### config.mk
export PLATFORM = sky130hd
export DESIGN_NAME = quad_pair_port
export DESIGN_NICKNAME = d
export VERILOG_FILES = /design/src/rtl/port_pin_cell.v /design/src/rtl/quad_pair_port.v
export VERILOG_INCLUDE_DIRS = /design/src /design/src/shared
export SDC_FILE = /design/constraint.sdc
export NUM_CORES = 1
export LEC_CHECK = 0
export BUFFER_PORTS_ARGS = -buffer_cell sky130_fd_sc_hd__buf_2
export CORE_MARGIN = 4
export CORE_UTILIZATION = 32
export DETAILED_ROUTE_END_ITERATION = 12
export PLACE_DENSITY = 0.55
export SYNTH_ARGS = -nofsm -noshare
export SYNTH_HDL_FRONTEND = slang
export SYNTH_SLANG_ARGS = --single-unit
### constraint.sdc
create_clock -name clk_sys -period 1.4 [get_ports clk_sys]
set_clock_uncertainty 0.05 [all_clocks]
set_input_delay 0.35 -clock clk_sys [delete_from_list [all_inputs] [get_ports clk_sys]]
set_output_delay 0.35 -clock clk_sys [all_outputs]
set_load 0.01 [all_outputs]
### src/shared/port_defs.vh
// Notes on behaviour
// - Pair pull-up only when input or open-drain
// - Pair readback: pin, or 0 when push-pull output
// - Quad port has four pins, bits 7 to 4
// - Quad push-pull output drives latch value low or high
// - Quad drive type: 0 push-pull, 1 open-drain
// - Function bits route peripheral outputs to pins only when bank select is 1
// - Only bits 6 to 4 have function; bit7 zero
// - Quad readback: pin, or 0 when push-pull output
// - Bank select 1 routes serial onto quad pins
`ifndef PORT_DEFS_VH
`define PORT_DEFS_VH

////////////////////////////////////////////////////////////////////////////
// Register byte addresses
`define ADDR_QUAD_LATCH     12'h00B
`define ADDR_PAIR_READBACK  12'h016
`define ADDR_QUAD_READBACK  12'h018
`define ADDR_QUAD_DIR       12'hF25
`define ADDR_PAIR_PULLUP    12'hF30
`define ADDR_QUAD_FUNC      12'hF3F
`define ADDR_QUAD_DRIVE     12'hF4C
`define ADDR_SERIAL_SELECT  12'hFCB

////////////////////////////////////////////////////////////////////////////
// Implemented bit masks
`define MASK_QUAD           8'hF0
`define MASK_QUAD_FUNC      8'h70
`define MASK_PAIR           8'h03
`define MASK_BANK           8'h10

////////////////////////////////////////////////////////////////////////////
// Field positions
`define QUAD_LSB            4
`define BANK_BIT            4

////////////////////////////////////////////////////////////////////////////
// Reset values
`define RST_CTRL            8'h00
`define RST_BYTE            8'h00

`endif

### src/rtl/port_pin_cell.v
`timescale 1ns/1ps
`default_nettype none

////////////////////////////////////////////////////////////////////////////
// One quad port pin: drive selection and registered pin drive
module port_pin_cell
(
    // Clock and reset
    input  wire clk_sys,
    input  wire nrst,
    input  wire ce,
    // Control bits for this pin
    input  wire dir,        // 1 selects output mode
    input  wire open_drain, // 1 selects sink open drain
    input  wire use_alt,    // 1 selects peripheral output
    input  wire latch,      // Port output latch bit
    input  wire alt_val,    // Peripheral output level
    // Pin side
    output reg  pin_out,    // Level driven onto the pin
    output reg  pin_oe      // High while the pin is driven
);

    ////////////////////////////////////////////////////////////////////////
    // Combinational drive decision
    reg next_out;           // Level chosen for the pin
    reg next_oe;            // Drive enable chosen for the pin

    // Source select, then drive style
    always @*
    begin
        // Peripheral or latch feeds the pin
        next_out = use_alt ? alt_val : latch;
        if (!dir)
        begin
            // Input mode never drives
            next_oe = 1'b0;
        end
        else if (open_drain)
        begin
            // Open drain only sinks; high is released
            next_oe = ~next_out;
        end
        else
        begin
            // Push-pull drives both levels
            next_oe = 1'b1;
        end
    end

    ////////////////////////////////////////////////////////////////////////
    // Registered pin drive, released at reset
    always @(posedge clk_sys or negedge nrst)
    begin
        if (!nrst)
        begin
            // Pins float as inputs after reset
            pin_out <= 1'b0;
            pin_oe  <= 1'b0;
        end
        else if (ce)
        begin
            // One cycle of latency from control to pin
            pin_out <= next_out;
            pin_oe  <= next_oe;
        end
    end

endmodule // port_pin_cell

`default_nettype wire

### src/rtl/quad_pair_port.v
`timescale 1ns/1ps
`default_nettype none
`include "port_defs.vh"

////////////////////////////////////////////////////////////////////////////
// Quad port pin logic plus pull-up and readback for the pin pair
module quad_pair_port
#(
    parameter QUAD_PINS = 4,   // Pins of the quad port
    parameter PAIR_PINS = 2    // Pins of the pin pair port
)
(
    // Clock, reset and clock enable
    input  wire                 clk_sys,
    input  wire                 nrst,
    input  wire                 ce,
    // Register port
    input  wire [11:0]          addr,
    input  wire [7:0]           wdata,
    input  wire                 wr,
    input  wire                 rd,
    output reg  [7:0]           rdata,
    // Quad port pins, bit 0 here is port bit 4
    input  wire [QUAD_PINS-1:0] quad_pin_in,
    output wire [QUAD_PINS-1:0] quad_pin_out,
    output wire [QUAD_PINS-1:0] quad_pin_oe,
    // Peripheral outputs offered to the quad port
    input  wire                 sync_serial_clock,
    input  wire                 sync_serial_out,
    input  wire                 async_transmit,
    input  wire                 sync_serial_mode,
    // Peripheral inputs taken from the quad port
    output reg                  async_receive,
    output reg                  sync_serial_in,
    output reg                  serial_bank_quad,
    // Pin pair port state kept outside this block
    input  wire [PAIR_PINS-1:0] pin_pair_direction,
    input  wire [PAIR_PINS-1:0] pin_pair_drive_type,
    input  wire [PAIR_PINS-1:0] pair_pin_in,
    output reg  [PAIR_PINS-1:0] pair_pullup_on
);

    ////////////////////////////////////////////////////////////////////////
    // Shared readback rule: pin level unless push-pull output
    function readback_bit;
        input dir_bit;
        input drive_bit;
        input pin_bit;
        begin
            // Push-pull output reads zero, all else the pin
            readback_bit = (dir_bit & ~drive_bit) ? 1'b0 : pin_bit;
        end
    endfunction

    // Pull-up may connect only in input or open drain
    function pullup_allowed;
        input enable_bit;
        input dir_bit;
        input drive_bit;
        begin
            pullup_allowed = enable_bit & (~dir_bit | drive_bit);
        end
    endfunction

    ////////////////////////////////////////////////////////////////////////
    // Software-visible control registers
    reg [QUAD_PINS-1:0] quad_port_output_latch;  // Latch, bits 7..4
    reg [QUAD_PINS-1:0] quad_port_direction;     // 1 = output
    reg [QUAD_PINS-2:0] quad_port_alt_function;  // Bits 6..4 only
    reg [QUAD_PINS-1:0] quad_port_drive_type;    // 1 = open drain
    reg [PAIR_PINS-1:0] pin_pair_pullup_enable;  // Pull-up request
    reg                 serial_pin_bank_select;  // 1 = quad pins

    ////////////////////////////////////////////////////////////////////////
    // Address decode for writes
    wire wr_latch  = wr && (addr == `ADDR_QUAD_LATCH);
    wire wr_dir    = wr && (addr == `ADDR_QUAD_DIR);
    wire wr_func   = wr && (addr == `ADDR_QUAD_FUNC);
    wire wr_drive  = wr && (addr == `ADDR_QUAD_DRIVE);
    wire wr_pullup = wr && (addr == `ADDR_PAIR_PULLUP);
    wire wr_bank   = wr && (addr == `ADDR_SERIAL_SELECT);

    // Register writes; only implemented bits are stored
    always @(posedge clk_sys or negedge nrst)
    begin
        if (!nrst)
        begin
            // Every pin an input, push-pull, port function
            quad_port_output_latch <= {QUAD_PINS{1'b0}};
            quad_port_direction    <= {QUAD_PINS{1'b0}};
            quad_port_alt_function <= {(QUAD_PINS-1){1'b0}};
            quad_port_drive_type   <= {QUAD_PINS{1'b0}};
            pin_pair_pullup_enable <= {PAIR_PINS{1'b0}};
            serial_pin_bank_select <= 1'b0;
        end
        else if (ce)
        begin
            // Latch for bits 7..4
            if (wr_latch)
            begin
                quad_port_output_latch <=
                    wdata[`QUAD_LSB +: QUAD_PINS];
            end
            // Direction per pin
            if (wr_dir)
            begin
                quad_port_direction <=
                    wdata[`QUAD_LSB +: QUAD_PINS];
            end
            // Function, bit 7 not stored
            if (wr_func)
            begin
                quad_port_alt_function <=
                    wdata[`QUAD_LSB +: (QUAD_PINS-1)];
            end
            // Drive type per pin
            if (wr_drive)
            begin
                quad_port_drive_type <=
                    wdata[`QUAD_LSB +: QUAD_PINS];
            end
            // Pair pull-up request bits 1..0
            if (wr_pullup)
            begin
                pin_pair_pullup_enable <= wdata[PAIR_PINS-1:0];
            end
            // Only the bank bit exists here
            if (wr_bank)
            begin
                serial_pin_bank_select <= wdata[`BANK_BIT];
            end
        end
    end

    ////////////////////////////////////////////////////////////////////////
    // Peripheral output per quad pin (index 0 is port bit 4)
    // Bit 4 carries serial out or async transmit by peripheral mode
    wire [QUAD_PINS-1:0] alt_level;  // Peripheral level per pin
    assign alt_level = {1'b0,
                        sync_serial_clock,
                        async_transmit,
                        (sync_serial_mode ? sync_serial_out
                                          : async_transmit)};

    // Function bit counts only when serial routing is on quad pins;
    // otherwise the pin would carry a signal the peripheral is not using
    wire [QUAD_PINS-1:0] alt_select; // Peripheral chosen per pin
    assign alt_select = {1'b0,
                         quad_port_alt_function &
                         {(QUAD_PINS-1){serial_pin_bank_select}}};

    ////////////////////////////////////////////////////////////////////////
    // One drive cell per quad pin
    genvar gi;
    generate
        for (gi = 0; gi < QUAD_PINS; gi = gi + 1)
        begin : g_quad
            port_pin_cell u_cell
            (
                .clk_sys    (clk_sys),
                .nrst       (nrst),
                .ce         (ce),
                .dir        (quad_port_direction[gi]),
                .open_drain (quad_port_drive_type[gi]),
                .use_alt    (alt_select[gi]),
                .latch      (quad_port_output_latch[gi]),
                .alt_val    (alt_level[gi]),
                .pin_out    (quad_pin_out[gi]),
                .pin_oe     (quad_pin_oe[gi])
            );
        end
    endgenerate

    ////////////////////////////////////////////////////////////////////////
    // Readback values, computed from live pin levels
    reg [QUAD_PINS-1:0] quad_rb;  // Quad readback bits
    reg [PAIR_PINS-1:0] pair_rb;  // Pair readback bits
    integer k;

    // Apply the readback rule bit by bit
    always @*
    begin
        quad_rb = {QUAD_PINS{1'b0}};
        pair_rb = {PAIR_PINS{1'b0}};
        for (k = 0; k < QUAD_PINS; k = k + 1)
        begin
            quad_rb[k] = readback_bit(quad_port_direction[k],
                                      quad_port_drive_type[k],
                                      quad_pin_in[k]);
        end
        for (k = 0; k < PAIR_PINS; k = k + 1)
        begin
            pair_rb[k] = readback_bit(pin_pair_direction[k],
                                      pin_pair_drive_type[k],
                                      pair_pin_in[k]);
        end
    end

    ////////////////////////////////////////////////////////////////////////
    // Read multiplexer; unmapped addresses and empty bits give zero
    reg [7:0] next_rdata;  // Byte presented next cycle

    always @*
    begin
        next_rdata = `RST_BYTE;
        case (addr)
            `ADDR_QUAD_LATCH:
            begin
                next_rdata[`QUAD_LSB +: QUAD_PINS] =
                    quad_port_output_latch;
            end
            `ADDR_QUAD_DIR:
            begin
                next_rdata[`QUAD_LSB +: QUAD_PINS] = quad_port_direction;
            end
            `ADDR_QUAD_FUNC:
            begin
                // Bit 7 stays zero
                next_rdata[`QUAD_LSB +: (QUAD_PINS-1)] =
                    quad_port_alt_function;
            end
            `ADDR_QUAD_DRIVE:
            begin
                next_rdata[`QUAD_LSB +: QUAD_PINS] = quad_port_drive_type;
            end
            `ADDR_PAIR_PULLUP:
            begin
                next_rdata[PAIR_PINS-1:0] = pin_pair_pullup_enable;
            end
            `ADDR_SERIAL_SELECT:
            begin
                next_rdata[`BANK_BIT] = serial_pin_bank_select;
            end
            `ADDR_QUAD_READBACK:
            begin
                next_rdata[`QUAD_LSB +: QUAD_PINS] = quad_rb;
            end
            `ADDR_PAIR_READBACK:
            begin
                next_rdata[PAIR_PINS-1:0] = pair_rb;
            end
            default:
            begin
                // Unmapped reads as zero
                next_rdata = `RST_BYTE;
            end
        endcase
    end

    // Read data stand one cycle after the strobe, zero otherwise
    always @(posedge clk_sys or negedge nrst)
    begin
        if (!nrst)
        begin
            rdata <= `RST_BYTE;
        end
        else if (ce)
        begin
            // Held at zero between reads so stale data never linger
            rdata <= rd ? next_rdata : `RST_BYTE;
        end
    end

    ////////////////////////////////////////////////////////////////////////
    // Pull-up and peripheral input routing, registered
    reg [PAIR_PINS-1:0] next_pullup;  // Pull-up permitted per pin
    integer             j;            // Own index, one driver per process

    always @*
    begin
        next_pullup = {PAIR_PINS{1'b0}};
        for (j = 0; j < PAIR_PINS; j = j + 1)
        begin
            next_pullup[j] = pullup_allowed(pin_pair_pullup_enable[j],
                                            pin_pair_direction[j],
                                            pin_pair_drive_type[j]);
        end
    end

    // Peripheral inputs follow bit 5 only when routed to the quad port
    always @(posedge clk_sys or negedge nrst)
    begin
        if (!nrst)
        begin
            pair_pullup_on   <= {PAIR_PINS{1'b0}};
            async_receive    <= 1'b0;
            sync_serial_in   <= 1'b0;
            serial_bank_quad <= 1'b0;
        end
        else if (ce)
        begin
            // Pull-up disconnected whenever pin is a push-pull output
            pair_pullup_on   <= next_pullup;
            // Receive and serial-in share pin bit 5
            async_receive    <= serial_pin_bank_select &
                                quad_pin_in[1];
            sync_serial_in   <= serial_pin_bank_select &
                                quad_pin_in[1];
            // Tells the peripherals which pin bank is live
            serial_bank_quad <= serial_pin_bank_select;
        end
    end

endmodule // quad_pair_port

`default_nettype wire

==> flow_results.org <==
** Run status
- Result of the run :: complete, but fails checks
- Violated checks :: setup timing

** STA
- Worst-case hold slack :: 251 ps
- Number of hold-slack violations in the final timing report :: 0
- Setup repair after global routing missed its margin :: yes
- For this run, the top clock speed supported by timing is 621 MHz.
- Worst setup margin :: -211 ps
- Subtracting the final worst setup slack from the clock period gives 1610 ps.
- Setup violations remaining at the end of the flow were counted as 11.
- Final Max Slew Viols :: 0
- Part of the cycle the worst path needs :: 115%

** Setup path
- Crit path capture type :: register
- Walking the worst path, the cells encountered are buf_6, or4_4, nor3_4, and4_4, mux2_4.
- On the critical path, the stage with the largest delay is an instance of sky130_fd_sc_hd__or4_4.
- Of all nets on the critical path, the largest fanout is 4.
- The critical path is of the primary input to register type.
- Slowest stage delay, CP :: 530 ps
- Data required time of the critical path :: 1510 ps
- Data on the critical path arrives at its endpoint at 1720 ps.
- STA classifies the critical path startpoint as a primary input.

** Synth
- Area share of the leading cell type in the synthesized netlist :: 47.0%
- The most used flip-flop cell after synthesis is sky130_fd_sc_hd__dfrtp_1.
- Synthesized area per cell :: 10.8 µm²
- The biggest area contributor in the post-synthesis netlist is sky130_fd_sc_hd__dfrtp_1.
- After synthesis, the cell types taking the most area are sky130_fd_sc_hd__dfrtp_1 47%, sky130_fd_sc_hd__mux2_2 13%, sky130_fd_sc_hd__buf_4 4.3%.
- Synthesis handed over a netlist of 178 instances.
- After synthesis the netlist holds a flip-flop and latch count of 36.
- The mapped netlist covers 0.00192 mm².
- Post-synthesis cell type count :: 39
- Synth async-reset ratio :: 100%
- The share of the Yosys chip area taken by registers is 47.0%.
- Most numerous cell types in the synthesized netlist :: 36 x sky130_fd_sc_hd__dfrtp_1, 22 x sky130_fd_sc_hd__mux2_2, 12 x sky130_fd_sc_hd__inv_1, 12 x sky130_fd_sc_hd__nand2_1
- sky130_fd_sc_hd__dfrtp_1 is the most common cell in the netlist.
- Number of enable-type register cells in the synthesized netlist :: 0
- For this run, the number of Yosys warnings is 0.

** Drt
- After detailed routing, the number of remaining DRC violations is 0.
- DRT Pass-1 Iters :: 4
- Routed wire length per instance :: 15.1 µm
- Average via count per standard cell :: 5.02
- Vias post-DR :: 1630
- Number of violations reported at the end of detailed-routing iteration 0 :: 65
- Total length of routed wires :: 4910 µm
- Remaining antenna violation count after routing :: 0

** Placement
- Number of buffers added on ports :: 55
- Placed instance area :: 0.00239 mm²
- Last weighted congestion value of the routability-driven placer :: 0.895
- DPL Wire Length :: 3760 µm

** Global route
- Vias in the first global route :: 1637
- Entering global routing, the biggest net connects 37 pins.
- The number of antenna violations at the first check in global routing is 0.
- First-pass GRT wire length :: 8130 µm
- Across every metal layer, demand over resource in global routing totals 13.8%.
- GRT overflow :: 0

** Clocking
- Clk Latency, worst-skew pair :: 280 ps
- Clock-pin slew was measured on the worst setup and hold paths at 70 ps.
- Buffer levels on the longest clock path :: 2
- CTS tree :: yes
- In this run the clock root is driven by a sky130_fd_sc_hd__clkbuf_8.
- Clock tree synthesis found a total of 36 sinks.
- Number of buffers added by the clock tree synthesis step :: 5
- CTS built an H-tree with a depth of 2.

** Floorplan
- Area inside the core boundary :: 0.00568 mm²
- Starting utilization of the core area :: 33.8%
- Core Rows :: 27
- From left edge to right edge, the die measures 85.4 µm.
- 60 I/O pins were placed.
- The die is 85.4 µm tall.
- The die covers 0.00730 mm².

** Power and ir drop
- Leak pwr :: 1.29 nW
- Pwr/cell area :: 730 mW/mm²
- Worst IR Drop VDD :: 487 µV

** Cells and area
- After routing the design area is 0.00267 mm².
- Area occupied by multi-input gates :: 997 µm²
- After the last flow step, the layout net total stands at 292.
- Compared with the post-synthesis result, the final layout area differs by 39.1%.
- Storage element area :: 901 µm²
- The post-route netlist has 51.4% of its cells at a drive strength greater than 1.
- The layout has 562 filler cells.
- The number of antenna diodes in the final layout is 0.
- For this run, the share of the core covered by cells in the final layout is 47.0%.

** Min path
- Path category of the worst min-delay check :: primary input to register

** Flow run
- Number of max-cap violations :: 0
==> critical path: cells and delay by family <==
family,cells,cell delay [ps]
buffers and inverters,1,90
AND/OR/NAND/NOR,3,970
multiplexers,1,300
==> path summary, 6_finish.rpt <==
path	from	endpoint	cells after the start	slack (ps)
max	addr[8]	quad_port_output_latch[1]	5	-210
min reg2reg	g_quad[2].u_cell.pin_out	g_quad[2].u_cell.pin_out	1	450
max in group asynchronous	nrst	serial_pin_bank_select	3	600
min in group asynchronous	nrst	pair_pullup_on[0]	3	510
max reg2reg	serial_pin_bank_select	g_quad[2].u_cell.pin_out	3	60
min	wdata[1]	pin_pair_pullup_enable[1]	2	250
==> sequential cells by signal (all words and copies together), names as in the netlist, 3 cells and up <==
name	count
rdata	6
g_quad.u_cell.pin_oe	4
quad_port_alt_function	3
quad_port_output_latch	4
g_quad.u_cell.pin_out	4
quad_port_direction	4
quad_port_drive_type	4
==> logic make-up after synthesis <==
logic type	Yosys count	share of synthesized area (%)
buffers and inverters	28	7.63
other	1	0.196
muxes	24	14.0
AOI/OAI and AO/OA	32	12.1
and+or+nand+nor	57	19.1
DFF	36	47.0
==> per-stage QoR <==
| step | std cells | power [W] | TNS, ps | setup slack, ps |
|---|---|---|---|---|
| 2_1_floorplan | 179 | 0.00113 | -4140 | -474 |
| 3_3_place_gp | 312 | 0.00127 | -9070 | -507 |
| 3_5_place_dp | 312 | 0.00126 | -9020 | -510 |
| 4_1_cts | 321 | 0.00196 | -1720 | -199 |
| 5_1_grt | 325 | 0.00206 | -2310 | -240 |
| 6_report | 325 | 0.00195 | -1450 | -211 |
==> layout by cell type (no fill, tap or decap), types with 2 or more instances in the layout <==
cell type                  netlist  routed
sky130_fd_sc_hd__nor3_4          1       2
sky130_fd_sc_hd__dfrtp_1        36      36
sky130_fd_sc_hd__and4_4          1       2
sky130_fd_sc_hd__o211ai_1        2       2
sky130_fd_sc_hd__nand3_1        11       7
sky130_fd_sc_hd__mux2_4          0       9
sky130_fd_sc_hd__a32oi_1         5       5
sky130_fd_sc_hd__buf_8           0       2
sky130_fd_sc_hd__buf_4          11      21
sky130_fd_sc_hd__mux2_2         22      13
sky130_fd_sc_hd__buf_2           0      50
sky130_fd_sc_hd__a22o_1          3       3
sky130_fd_sc_hd__and4_1          2       2
sky130_fd_sc_hd__mux2i_1         2       2
sky130_fd_sc_hd__and4bb_2        3       3
sky130_fd_sc_hd__clkbuf_8        0       5
sky130_fd_sc_hd__nand4_1         4       4
sky130_fd_sc_hd__conb_1          1       2
sky130_fd_sc_hd__nand2_1        12      12
sky130_fd_sc_hd__nand3_2         0       4
sky130_fd_sc_hd__o22ai_1         3       3
sky130_fd_sc_hd__inv_1          12      12
sky130_fd_sc_hd__a32o_1          3       3
sky130_fd_sc_hd__nor2_1          3       2
sky130_fd_sc_hd__o21ai_0         8       8
sky130_fd_sc_hd__a21oi_1         2       2
sky130_fd_sc_hd__buf_6           0       8
sky130_fd_sc_hd__nand2b_1        7       7
==> routing by layer <==
metal  vias up  part of all wire (%)  track usage (%)
li1        799                     -                -
met1       785                    49             19.5
met2        42                    45             20.7
met3         4                   5.9             3.59
met4         0                  0.81             4.03
met5         -                     0                0
==> timing repair <==
action / CTS / global route
setup buffers: 1 / 4
hold buffers: 1 / 0
resized for setup: 11 / 25
hold endpoints to repair: 36 / 0
pin swaps: 5 / 13
endpoints found under the setup margin: 22 / 23
==> cell type report <==
type                    count  area share, %
clock buffers               6           2.72
clock inverters             1          0.188
inverters                  12           1.69
multi-input cells         115           37.4
flip-flops and latches     36           33.8
well taps                  72           3.38
repair buffers             83           20.9
==> where the power goes <==
group          internal (W)  total (W)  leakage, nW  switching [W]
clock              0.000338   0.000676       0.0410       0.000338
combinational      0.000109   0.000223        0.752       0.000114
sequential          0.00105    0.00105        0.496     0.00000352
total               0.00149    0.00195         1.29       0.000456
Power figures use the tool's default switching activity.
